==> config.mk <==
export PLATFORM = sky130hd
export DESIGN_NAME = timer_core
export DESIGN_NICKNAME = d
export VERILOG_FILES = /design/src/timer_pkg.sv /design/src/timer_core.sv /design/src/tick_select.sv /design/src/wave_gen.sv
export VERILOG_INCLUDE_DIRS = /design/src /design/src/src
export SDC_FILE = /design/constraint.sdc
export NUM_CORES = 1
export LEC_CHECK = 0
export ABC_CLOCK_PERIOD_IN_PS = 3900
export BUFFER_PORTS_ARGS = -buffer_cell sky130_fd_sc_hd__buf_2
export CAP_MARGIN = 25
export CELL_PAD_IN_SITES_DETAIL_PLACEMENT = 0
export CELL_PAD_IN_SITES_GLOBAL_PLACEMENT = 1
export CORE_ASPECT_RATIO = 2
export CORE_UTILIZATION = 39
export CTS_CLUSTER_SIZE = 40
export DETAILED_ROUTE_END_ITERATION = 10
export PLACE_DENSITY = 0.91
export SKIP_CTS_REPAIR_TIMING = 1
export SLEW_MARGIN = 10
export SYNTH_ARGS = -nofsm -noshare
export SYNTH_HDL_FRONTEND = slang
export SYNTH_SLANG_ARGS = --single-unit
==> constraint.sdc <==
create_clock -name aclk -period 3.9 [get_ports aclk]
set_clock_uncertainty 0.1 [all_clocks]
set_input_delay 0.195 -clock aclk [delete_from_list [all_inputs] [get_ports aclk]]
set_output_delay 0.195 -clock aclk [all_outputs]
set_load 0.05 [all_outputs]
==> src/timer_core_cfg.svh <==
`ifndef TIMER_CORE_CFG_SVH
`define TIMER_CORE_CFG_SVH

`define TC_ADDR_W 8
`define TC_OFF_CTRL_A 8'h00
`define TC_OFF_CTRL_B 8'h04
`define TC_OFF_COUNT 8'h08
`define TC_OFF_CMP_A 8'h0c
`define TC_OFF_CMP_B 8'h10
`define TC_OFF_FLAG 8'h14
`define TC_OFF_MASK 8'h18
`define TC_OFF_ASYNC 8'h1c
`define TC_OFF_POWER 8'h20

`define TC_FLAG_OVF 0
`define TC_FLAG_CMPA 1
`define TC_FLAG_CMPB 2
`define TC_FLAG_W 3

`define TC_WGM_LO_LSB 0
`define TC_CS_LSB 0
`define TC_WGM_HI_BIT 3
`define TC_ASYNC_BIT 0
`define TC_POWER_BIT 0

`define TC_BOTTOM 8'h00
`define TC_MAX 8'hff
`define TC_RST_BYTE 8'h00
`define TC_RST_POWER 1'b1

`define TC_RESP_OKAY 2'b00
`define TC_RESP_SLVERR 2'b10

`endif

==> src/timer_pkg.sv <==
package timer_pkg;
   typedef enum logic [2:0] {
      mode_normal,
      mode_pc_max,
      mode_ctc,
      mode_fast_max,
      mode_rsvd4,
      mode_pc_top,
      mode_rsvd6,
      mode_fast_top
   } mode_e;
   typedef logic [7:0] byte_t;
endpackage

==> src/timer_core.sv <==
// The register offsets and the AXI4-Lite interface to the registers were decided locally.
`timescale 1ns/10ps
`include "timer_core_cfg.svh"
module timer_core (
   input wire logic aclk,
   input wire logic aresetn,
   input wire logic [7:0] s_axi_awaddr,
   input wire logic [2:0] s_axi_awprot,
   input wire logic s_axi_awvalid,
   output logic s_axi_awready,
   input wire logic [31:0] s_axi_wdata,
   input wire logic [3:0] s_axi_wstrb,
   input wire logic s_axi_wvalid,
   output logic s_axi_wready,
   output logic [1:0] s_axi_bresp,
   output logic s_axi_bvalid,
   input wire logic s_axi_bready,
   input wire logic [7:0] s_axi_araddr,
   input wire logic [2:0] s_axi_arprot,
   input wire logic s_axi_arvalid,
   output logic s_axi_arready,
   output logic [31:0] s_axi_rdata,
   output logic [1:0] s_axi_rresp,
   output logic s_axi_rvalid,
   input wire logic s_axi_rready,
   input wire logic crystal_pin_one,
   input wire logic [2:0] irq_ack,
   output logic irq,
   output logic compare_output_a,
   output logic compare_output_b
);
   ////////////////////////////////////////////////////////////////////////////
   function automatic logic mapped(input logic [7:0] a);
      mapped = (a == `TC_OFF_CTRL_A) | (a == `TC_OFF_CTRL_B) | (a == `TC_OFF_COUNT) |
               (a == `TC_OFF_CMP_A) | (a == `TC_OFF_CMP_B) | (a == `TC_OFF_FLAG) |
               (a == `TC_OFF_MASK) | (a == `TC_OFF_ASYNC) | (a == `TC_OFF_POWER);
   endfunction

   logic awready_q, wready_q, bvalid_q, arready_q, rvalid_q, irq_q;
   logic aw_have_q, w_have_q;
   logic [7:0] awaddr_q;
   logic [7:0] wdata_q;
   logic wstrb_q;
   logic [1:0] bresp_q, rresp_q;
   logic [31:0] rdata_q;
   logic [1:0] wgm_lo_q;
   logic wgm_hi_q;
   logic [2:0] cs_q;
   logic [7:0] count_q, cmp_a_q, cmp_b_q;
   logic [`TC_FLAG_W-1:0] flag_q, mask_q;
   logic async_q, power_q, down_q, block_q;

   ////////////////////////////////////////////////////////////////////////////
   // AXI4-Lite write path: address and data are taken independently.
   wire aw_fire = s_axi_awvalid & awready_q;
   wire w_fire = s_axi_wvalid & wready_q;
   wire wr_do = aw_have_q & w_have_q & ~bvalid_q;
   wire aw_have_d = wr_do ? 1'b0 : (aw_have_q | aw_fire);
   wire w_have_d = wr_do ? 1'b0 : (w_have_q | w_fire);
   wire bvalid_d = wr_do | (bvalid_q & ~s_axi_bready);
   wire wr_en = wr_do & wstrb_q;
   wire wr_ctrl_a = wr_en & (awaddr_q == `TC_OFF_CTRL_A);
   wire wr_ctrl_b = wr_en & (awaddr_q == `TC_OFF_CTRL_B);
   wire wr_count = wr_en & (awaddr_q == `TC_OFF_COUNT);
   wire wr_cmp_a = wr_en & (awaddr_q == `TC_OFF_CMP_A);
   wire wr_cmp_b = wr_en & (awaddr_q == `TC_OFF_CMP_B);
   wire wr_flag = wr_en & (awaddr_q == `TC_OFF_FLAG);
   wire wr_mask = wr_en & (awaddr_q == `TC_OFF_MASK);
   wire wr_async = wr_en & (awaddr_q == `TC_OFF_ASYNC);
   wire wr_power = wr_en & (awaddr_q == `TC_OFF_POWER);

   // Read path: one read at a time, answered one cycle after the address.
   wire rd_do = s_axi_arvalid & arready_q;
   wire rvalid_d = rd_do | (rvalid_q & ~s_axi_rready);
   wire rd_flag = rd_do & (s_axi_araddr == `TC_OFF_FLAG);
   wire [7:0] rd_byte =
      (s_axi_araddr == `TC_OFF_CTRL_A) ? {6'h00, wgm_lo_q} :
      (s_axi_araddr == `TC_OFF_CTRL_B) ? {4'h0, wgm_hi_q, cs_q} :
      (s_axi_araddr == `TC_OFF_COUNT) ? count_q :
      (s_axi_araddr == `TC_OFF_CMP_A) ? cmp_a_q :
      (s_axi_araddr == `TC_OFF_CMP_B) ? cmp_b_q :
      (s_axi_araddr == `TC_OFF_FLAG) ? {5'h00, flag_q} :
      (s_axi_araddr == `TC_OFF_MASK) ? {5'h00, mask_q} :
      (s_axi_araddr == `TC_OFF_ASYNC) ? {7'h00, async_q} :
      (s_axi_araddr == `TC_OFF_POWER) ? {7'h00, power_q} : 8'h00;

   always_ff @(posedge aclk) begin
      if (!aresetn) begin
         aw_have_q <= 1'b0;
         w_have_q <= 1'b0;
         awready_q <= 1'b0;
         wready_q <= 1'b0;
         bvalid_q <= 1'b0;
         bresp_q <= `TC_RESP_OKAY;
         awaddr_q <= 8'h00;
         wdata_q <= 8'h00;
         wstrb_q <= 1'b0;
      end else begin
         aw_have_q <= aw_have_d;
         w_have_q <= w_have_d;
         awready_q <= ~aw_have_d & ~bvalid_d;
         wready_q <= ~w_have_d & ~bvalid_d;
         bvalid_q <= bvalid_d;
         if (aw_fire) awaddr_q <= s_axi_awaddr;
         if (w_fire) wdata_q <= s_axi_wdata[7:0];
         if (w_fire) wstrb_q <= s_axi_wstrb[0];
         if (wr_do) bresp_q <= mapped(awaddr_q) ? `TC_RESP_OKAY : `TC_RESP_SLVERR;
      end
   end

   always_ff @(posedge aclk) begin
      if (!aresetn) begin
         arready_q <= 1'b0;
         rvalid_q <= 1'b0;
         rdata_q <= 32'h0000_0000;
         rresp_q <= `TC_RESP_OKAY;
      end else begin
         arready_q <= ~rvalid_d;
         rvalid_q <= rvalid_d;
         if (rd_do) rdata_q <= {24'h000000, rd_byte};
         if (rd_do) rresp_q <= mapped(s_axi_araddr) ? `TC_RESP_OKAY : `TC_RESP_SLVERR;
      end
   end

   ////////////////////////////////////////////////////////////////////////////
   // Configuration registers.
   always_ff @(posedge aclk) begin
      if (!aresetn) begin
         wgm_lo_q <= 2'h0;
         wgm_hi_q <= 1'b0;
         cs_q <= 3'h0;
         cmp_a_q <= `TC_RST_BYTE;
         cmp_b_q <= `TC_RST_BYTE;
         mask_q <= 3'h0;
         async_q <= 1'b0;
         power_q <= `TC_RST_POWER;
      end else begin
         if (wr_ctrl_a) wgm_lo_q <= wdata_q[`TC_WGM_LO_LSB +: 2];
         if (wr_ctrl_b) wgm_hi_q <= wdata_q[`TC_WGM_HI_BIT];
         if (wr_ctrl_b) cs_q <= wdata_q[`TC_CS_LSB +: 3];
         if (wr_cmp_a) cmp_a_q <= wdata_q;
         if (wr_cmp_b) cmp_b_q <= wdata_q;
         if (wr_mask) mask_q <= wdata_q[`TC_FLAG_W-1:0];
         if (wr_async) async_q <= wdata_q[`TC_ASYNC_BIT];
         if (wr_power) power_q <= wdata_q[`TC_POWER_BIT];
      end
   end

   ////////////////////////////////////////////////////////////////////////////
   // Counter unit.
   logic tick;
   tick_select u_tick (
      .aclk(aclk),
      .aresetn(aresetn),
      .async_clock_select(async_q),
      .clock_select_field(cs_q),
      .enable(~power_q),
      .crystal_pin_one(crystal_pin_one),
      .tick(tick)
   );

   timer_pkg::mode_e mode;
   assign mode = timer_pkg::mode_e'({wgm_hi_q, wgm_lo_q});
   wire top_is_a = (mode == timer_pkg::mode_ctc) | (mode == timer_pkg::mode_pc_top) |
                   (mode == timer_pkg::mode_fast_top);
   wire [7:0] top_val = top_is_a ? cmp_a_q : `TC_MAX;
   wire at_bottom = (count_q == `TC_BOTTOM);
   wire at_max = (count_q == `TC_MAX);
   wire at_top = (count_q == top_val);
   wire phase = (mode == timer_pkg::mode_pc_max) | (mode == timer_pkg::mode_pc_top);
   wire fast = (mode == timer_pkg::mode_fast_max) | (mode == timer_pkg::mode_fast_top);
   wire clear = tick & (mode == timer_pkg::mode_ctc | fast) & at_top;
   wire dir_down = phase & (down_q | at_top) & ~at_bottom;
   wire [7:0] count_step = dir_down ? count_q - 8'h01 : count_q + 8'h01;
   wire ovf_event = tick & ((phase & at_bottom & down_q) |
                            (fast & at_top) |
                            (~phase & ~fast & at_max));
   wire match_a = tick & ~block_q & (count_q == cmp_a_q);
   wire match_b = tick & ~block_q & (count_q == cmp_b_q);
   wire [2:0] set_flags = {match_b, match_a, ovf_event};
   wire [2:0] clr_flags = irq_ack | (wr_flag ? wdata_q[2:0] : 3'h0) |
                          (rd_flag ? flag_q : 3'h0);

   always_ff @(posedge aclk) begin
      if (!aresetn) begin
         count_q <= `TC_RST_BYTE;
         down_q <= 1'b0;
         block_q <= 1'b0;
      end else begin
         if (wr_count) begin
            count_q <= wdata_q;
         end else if (clear) begin
            count_q <= `TC_BOTTOM;
         end else if (tick) begin
            count_q <= count_step;
         end
         if (tick) down_q <= dir_down;
         if (wr_count) begin
            block_q <= 1'b1;
         end else if (tick) begin
            block_q <= 1'b0;
         end
      end
   end

   // A set in the same cycle as a clear wins.
   always_ff @(posedge aclk) begin
      if (!aresetn) begin
         flag_q <= 3'h0;
         irq_q <= 1'b0;
      end else begin
         flag_q <= (flag_q & ~clr_flags) | set_flags;
         irq_q <= |(((flag_q & ~clr_flags) | set_flags) & mask_q);
      end
   end

   wave_gen u_wave (
      .aclk(aclk),
      .aresetn(aresetn),
      .tick(tick),
      .mode(mode),
      .count(count_q),
      .compare_a(cmp_a_q),
      .compare_b(cmp_b_q),
      .compare_output_a(compare_output_a),
      .compare_output_b(compare_output_b)
   );

   assign s_axi_awready = awready_q;
   assign s_axi_wready = wready_q;
   assign s_axi_bvalid = bvalid_q;
   assign s_axi_bresp = bresp_q;
   assign s_axi_arready = arready_q;
   assign s_axi_rvalid = rvalid_q;
   assign s_axi_rdata = rdata_q;
   assign s_axi_rresp = rresp_q;
   assign irq = irq_q;
endmodule // timer_core

==> src/tick_select.sv <==
`timescale 1ns/10ps
`include "timer_core_cfg.svh"
module tick_select (
   input wire logic aclk,
   input wire logic aresetn,
   input wire logic async_clock_select,
   input wire logic [2:0] clock_select_field,
   input wire logic enable,
   input wire logic crystal_pin_one,
   output logic tick
);
   logic sync1_q;
   logic sync2_q;
   logic sync3_q;
   logic tick_q;
   wire xtal_rise = sync2_q & ~sync3_q;
   wire src_event = async_clock_select ? xtal_rise : 1'b1;
   wire tick_d = enable & (clock_select_field != 3'h0) & src_event;

   always_ff @(posedge aclk) begin
      if (!aresetn) begin
         sync1_q <= 1'b0;
         sync2_q <= 1'b0;
         sync3_q <= 1'b0;
         tick_q <= 1'b0;
      end else begin
         sync1_q <= crystal_pin_one;
         sync2_q <= sync1_q;
         sync3_q <= sync2_q;
         tick_q <= tick_d;
      end
   end
   // The registered tick lags the controls by a cycle, so a stop or a power-down
   // must also gate it here, or one stray step slips through.
   assign tick = tick_q & enable & (clock_select_field != 3'h0);
endmodule // tick_select

==> src/wave_gen.sv <==
`timescale 1ns/10ps
`include "timer_core_cfg.svh"
module wave_gen (
   input wire logic aclk,
   input wire logic aresetn,
   input wire logic tick,
   input wire timer_pkg::mode_e mode,
   input wire logic [7:0] count,
   input wire logic [7:0] compare_a,
   input wire logic [7:0] compare_b,
   output logic compare_output_a,
   output logic compare_output_b
);
   wire [7:0] cmp [2];
   logic out_q [2];
   wire pwm = (mode == timer_pkg::mode_pc_max) | (mode == timer_pkg::mode_fast_max) |
              (mode == timer_pkg::mode_pc_top) | (mode == timer_pkg::mode_fast_top);
   assign cmp[0] = compare_a;
   assign cmp[1] = compare_b;

   // PWM modes drive high while the count is below the compare value;
   // other modes toggle on each ticked match.
   for (genvar i = 0; i < 2; i++) begin : g_ch
      wire hit = tick & (count == cmp[i]);
      always_ff @(posedge aclk) begin
         if (!aresetn) begin
            out_q[i] <= 1'b0;
         end else if (pwm) begin
            out_q[i] <= (count < cmp[i]);
         end else if (hit) begin
            out_q[i] <= ~out_q[i];
         end
      end
   end
   assign compare_output_a = out_q[0];
   assign compare_output_b = out_q[1];
endmodule // wave_gen

==> qor.txt <==
clock sinks = 81
Pins Over Slew Limit = 0
largest family of logic cells by synthesized area = simple AND/OR/NAND/NOR gates
GRT met1 Usage = 19.09%
measured slew at the worst slew-check pin = 0.7433 ns
number of endpoints failing setup at the final stage = 0
antenna violations before repair = 0
top cell type by total area after synthesis = dfxtp_1
kind of path behind the tightest hold check = primary input to flop
Hold Worst Slack = -0.01852 ns
Synth top area share = 35.49%
worst-case setup slack after placement = 0.3886 ns
initial core utilization = 39.99%
maximum number of pins on one net before global-route repair = 44
adder-cell share of the synthesized area = 6.543%
unrepaired setup endpoints after global routing = false
simple-gate share of the synthesized area = 23.62%
Synth Area in Compound Gates = 16.14%
Die Width = 78.07 um
maximum count of clock buffers along a single path = 2
top cell types by occurrence after synthesis = nand2_1, dfxtp_1, nor2_1, a21oi_1, mux2i_1
row count = 55
most area-consuming cells after synthesis = dfxtp_1, nand2_1, mux2i_1, ha_1, nor2_1
first-pass GRT wire length = 19,390 um
ratio of routed vias to standard cells = 5.475
Worst Path Max Fanout = 6
maximum clock frequency = 277.0 MHz
count of flip-flops with a built-in enable after synthesis = 1
Port Buffers = 53
xor-xnor portion of the synthesized cell area = 1.941%
total global-route track usage = 21.06%
net count of the finished layout = 705
remaining number of nets flagged by the antenna check after routing = 0
setup slack on the worst flop-to-flop path = 0.29 ns
number of global-route vias before repair = 4,080
CP endpoint kind = flop
CTS tree = built
Avg Cell Area, Syn = 8.073 um2
startpoint class of the critical path = flop
data arrival time of the worst path = 3.78 ns
YS warnings = 0
Setup TNS = 0 ns
failing checks = negative hold slack
total of fill cells in the finished design = 1,142
Crit path top cell by count = a21o_1
height of the die = 154.1 um
final core utilization = 46.01%
worst ir drop on vdd = 0.0002313 V
overall die area = 12,030 um2
post-synthesis instance area = 4513 um2
Routed wire per std cell = 16.24 um
critical path's largest stage delay = 0.45 ns
share of flip-flops with an asynchronous set or reset after synthesis = 0%
Final WS setup = 0.2892 ns
leakage dissipation = 2.145 nW
result of the run = finished with violations
Antenna Diode Count = 0
total via count in the routed design = 4,161
number of placed I/O pins = 113
count leader, synth = nand2_1
reported max-cap violation count = 0
global placement routability congestion = 0.8723
number of clock buffers inserted by TritonCTS = 9
min Tclk post-route = 3.611 ns
required time reported for the critical path endpoint = 4.07 ns
most crowded layer after global routing = met2
critical path, cell by cell = or3b_4 -> and2_4 -> o22ai_1 -> nand4_2 -> a221oi_4 -> buf_4 -> ha_1 -> a21o_1 -> a21o_1 -> a21o_1 -> a21oi_1 -> xnor2_1 -> nand2_1 -> a31oi_1
mux share of post-synthesis cell area = 7.208%
Area growth, synth to finish = 15.05%
share of final-layout standard cells stronger than drive strength 1 = 14.89%
final-report hold violation count = 7
portion of the post-synthesis area used by sequential elements = 36.15%
met3 GRT Util = 3.027%
Overflow after GRT = 0
power per cell area = 368.9 nW/um2
Cell Area, Placed = 4828 um2
count of unique library cells instantiated by Yosys = 54
buffers plus inverters on the worst setup path = 1
DP HPWL = 9280 um
Worst path slowest cell = or3b_4
H-Tree Depth = 3
CTS Root Cell = clkbuf_16
Max-slew headroom = 50.38%
cell count after synthesis = 559
clock transition at the registers of the reported paths = 0.06 ns
family with the most delay on the worst path = compound AO/OA/AOI/OAI gates
Detailed Routing Iterations Pass 1 = 5
M2 GR Usage = 39.14%
startpoint-to-endpoint class of the critical path = flop to flop
worst-skew pair later-pin latency = 0.35 ns
flops & latches, synth = 81
summed area of non-filler cells in the final layout = 5192 um2
final wirelength = 12,340 um
final critical-path share of the clock period = 92.58%
Core ar. = 11,290 um2
detailed router's first-iteration violation count = 204
primary flip-flop cell chosen by synthesis mapping = dfxtp_1
remaining routing DRC violations = 0
[tightest hold or removal path: stages]
cell and delay (ns):
buf_2 0.10, nand2_1 0.04, a21oi_1 0.05
[logic make-up after synthesis]
group	after synthesis
compound gates	114
xor+xnor	10
fa+ha+maj	23
flops	81
mux	32
simple gates	224
buf+inv	74
other cells	1
[layout by cell type, fill, tap and decap left out, types with 3 or more instances in the layout]
cell type / netlist / routed
a211oi_1: 4 / 4
a21o_1: 5 / 5
a21oi_1: 41 / 41
a221oi_1: 3 / 3
a22oi_1: 8 / 8
a31oi_1: 11 / 11
and2_1: 8 / 8
and3_1: 4 / 4
buf_2: 0 / 53
buf_4: 26 / 8
clkbuf_16: 0 / 9
clkinvlp_4: 0 / 3
conb_1: 1 / 26
dfxtp_1: 80 / 80
dlygate4sd3_1: 0 / 6
ha_1: 22 / 22
inv_1: 25 / 24
mux2_2: 4 / 4
mux2i_1: 28 / 28
nand2_1: 81 / 81
nand2b_1: 4 / 4
nand3_1: 10 / 10
nand3b_1: 4 / 4
nand4_1: 9 / 9
nor2_1: 65 / 65
nor2b_1: 6 / 6
nor3_1: 12 / 12
nor4_1: 4 / 4
nor4bb_1: 4 / 4
o211ai_1: 3 / 3
o21a_1: 7 / 7
o21ai_0: 18 / 18
o22ai_1: 4 / 4
xnor2_1: 7 / 7
xor2_1: 3 / 3
[layer usage]
metal  vias up  share of wire [%]
met3        53                3.6
met4         0                6.6
met5         -                  0
met1      1963                 34
met2       136                 55
li1       2009                  -
[stage by stage]
step | cells | power (mW)
2_1_floorplan | 584 | 1.040
3_3_place_gp | 738 | 1.063
3_5_place_dp | 738 | 1.066
4_1_cts | 754 | 1.924
5_1_grt | 760 | 1.973
6_report | 760 | 1.915
[power by group]
| group | total, mW | internal, mW | switching [mW] |
|---|---|---|---|
| Clock | 0.863 | 0.501 | 0.362 |
| Sequential | 0.868 | 0.848 | 0.0202 |
| Combinational | 0.184 | 0.0429 | 0.141 |
[path summary, 6_finish.rpt]
kind | start | end | cells after the start
max | wgm_lo_q[0] | count_q[6] | 14
min | s_axi_awaddr[2] | awaddr_q[2] | 3
max reg2reg | wgm_lo_q[0] | count_q[6] | 14
min reg2reg | u_tick.sync2_q | u_tick.sync3_q | 2
[cell type report]
type                            count  area [um2]  area share [%]
Multi-Input combinational cell    429        2600           50.07
Sequential cell                    81        1632           31.42
Timing Repair Buffer               67       385.4           7.422
Clock buffer                        9       225.2           4.337
Tap cell                          142       177.7           3.422
Inverter                           25       93.84           1.807
Clock inverter                      7       78.83           1.518
[registers in the layout, indices dropped and copies added, names as in the netlist, 8 cells and up]
name         cells
awaddr_q         8
wdata_q          8
cmp_a_q          8
s_axi_rdata      8
count_q          8
cmp_b_q          8
(Power assumes the default switching activity.)
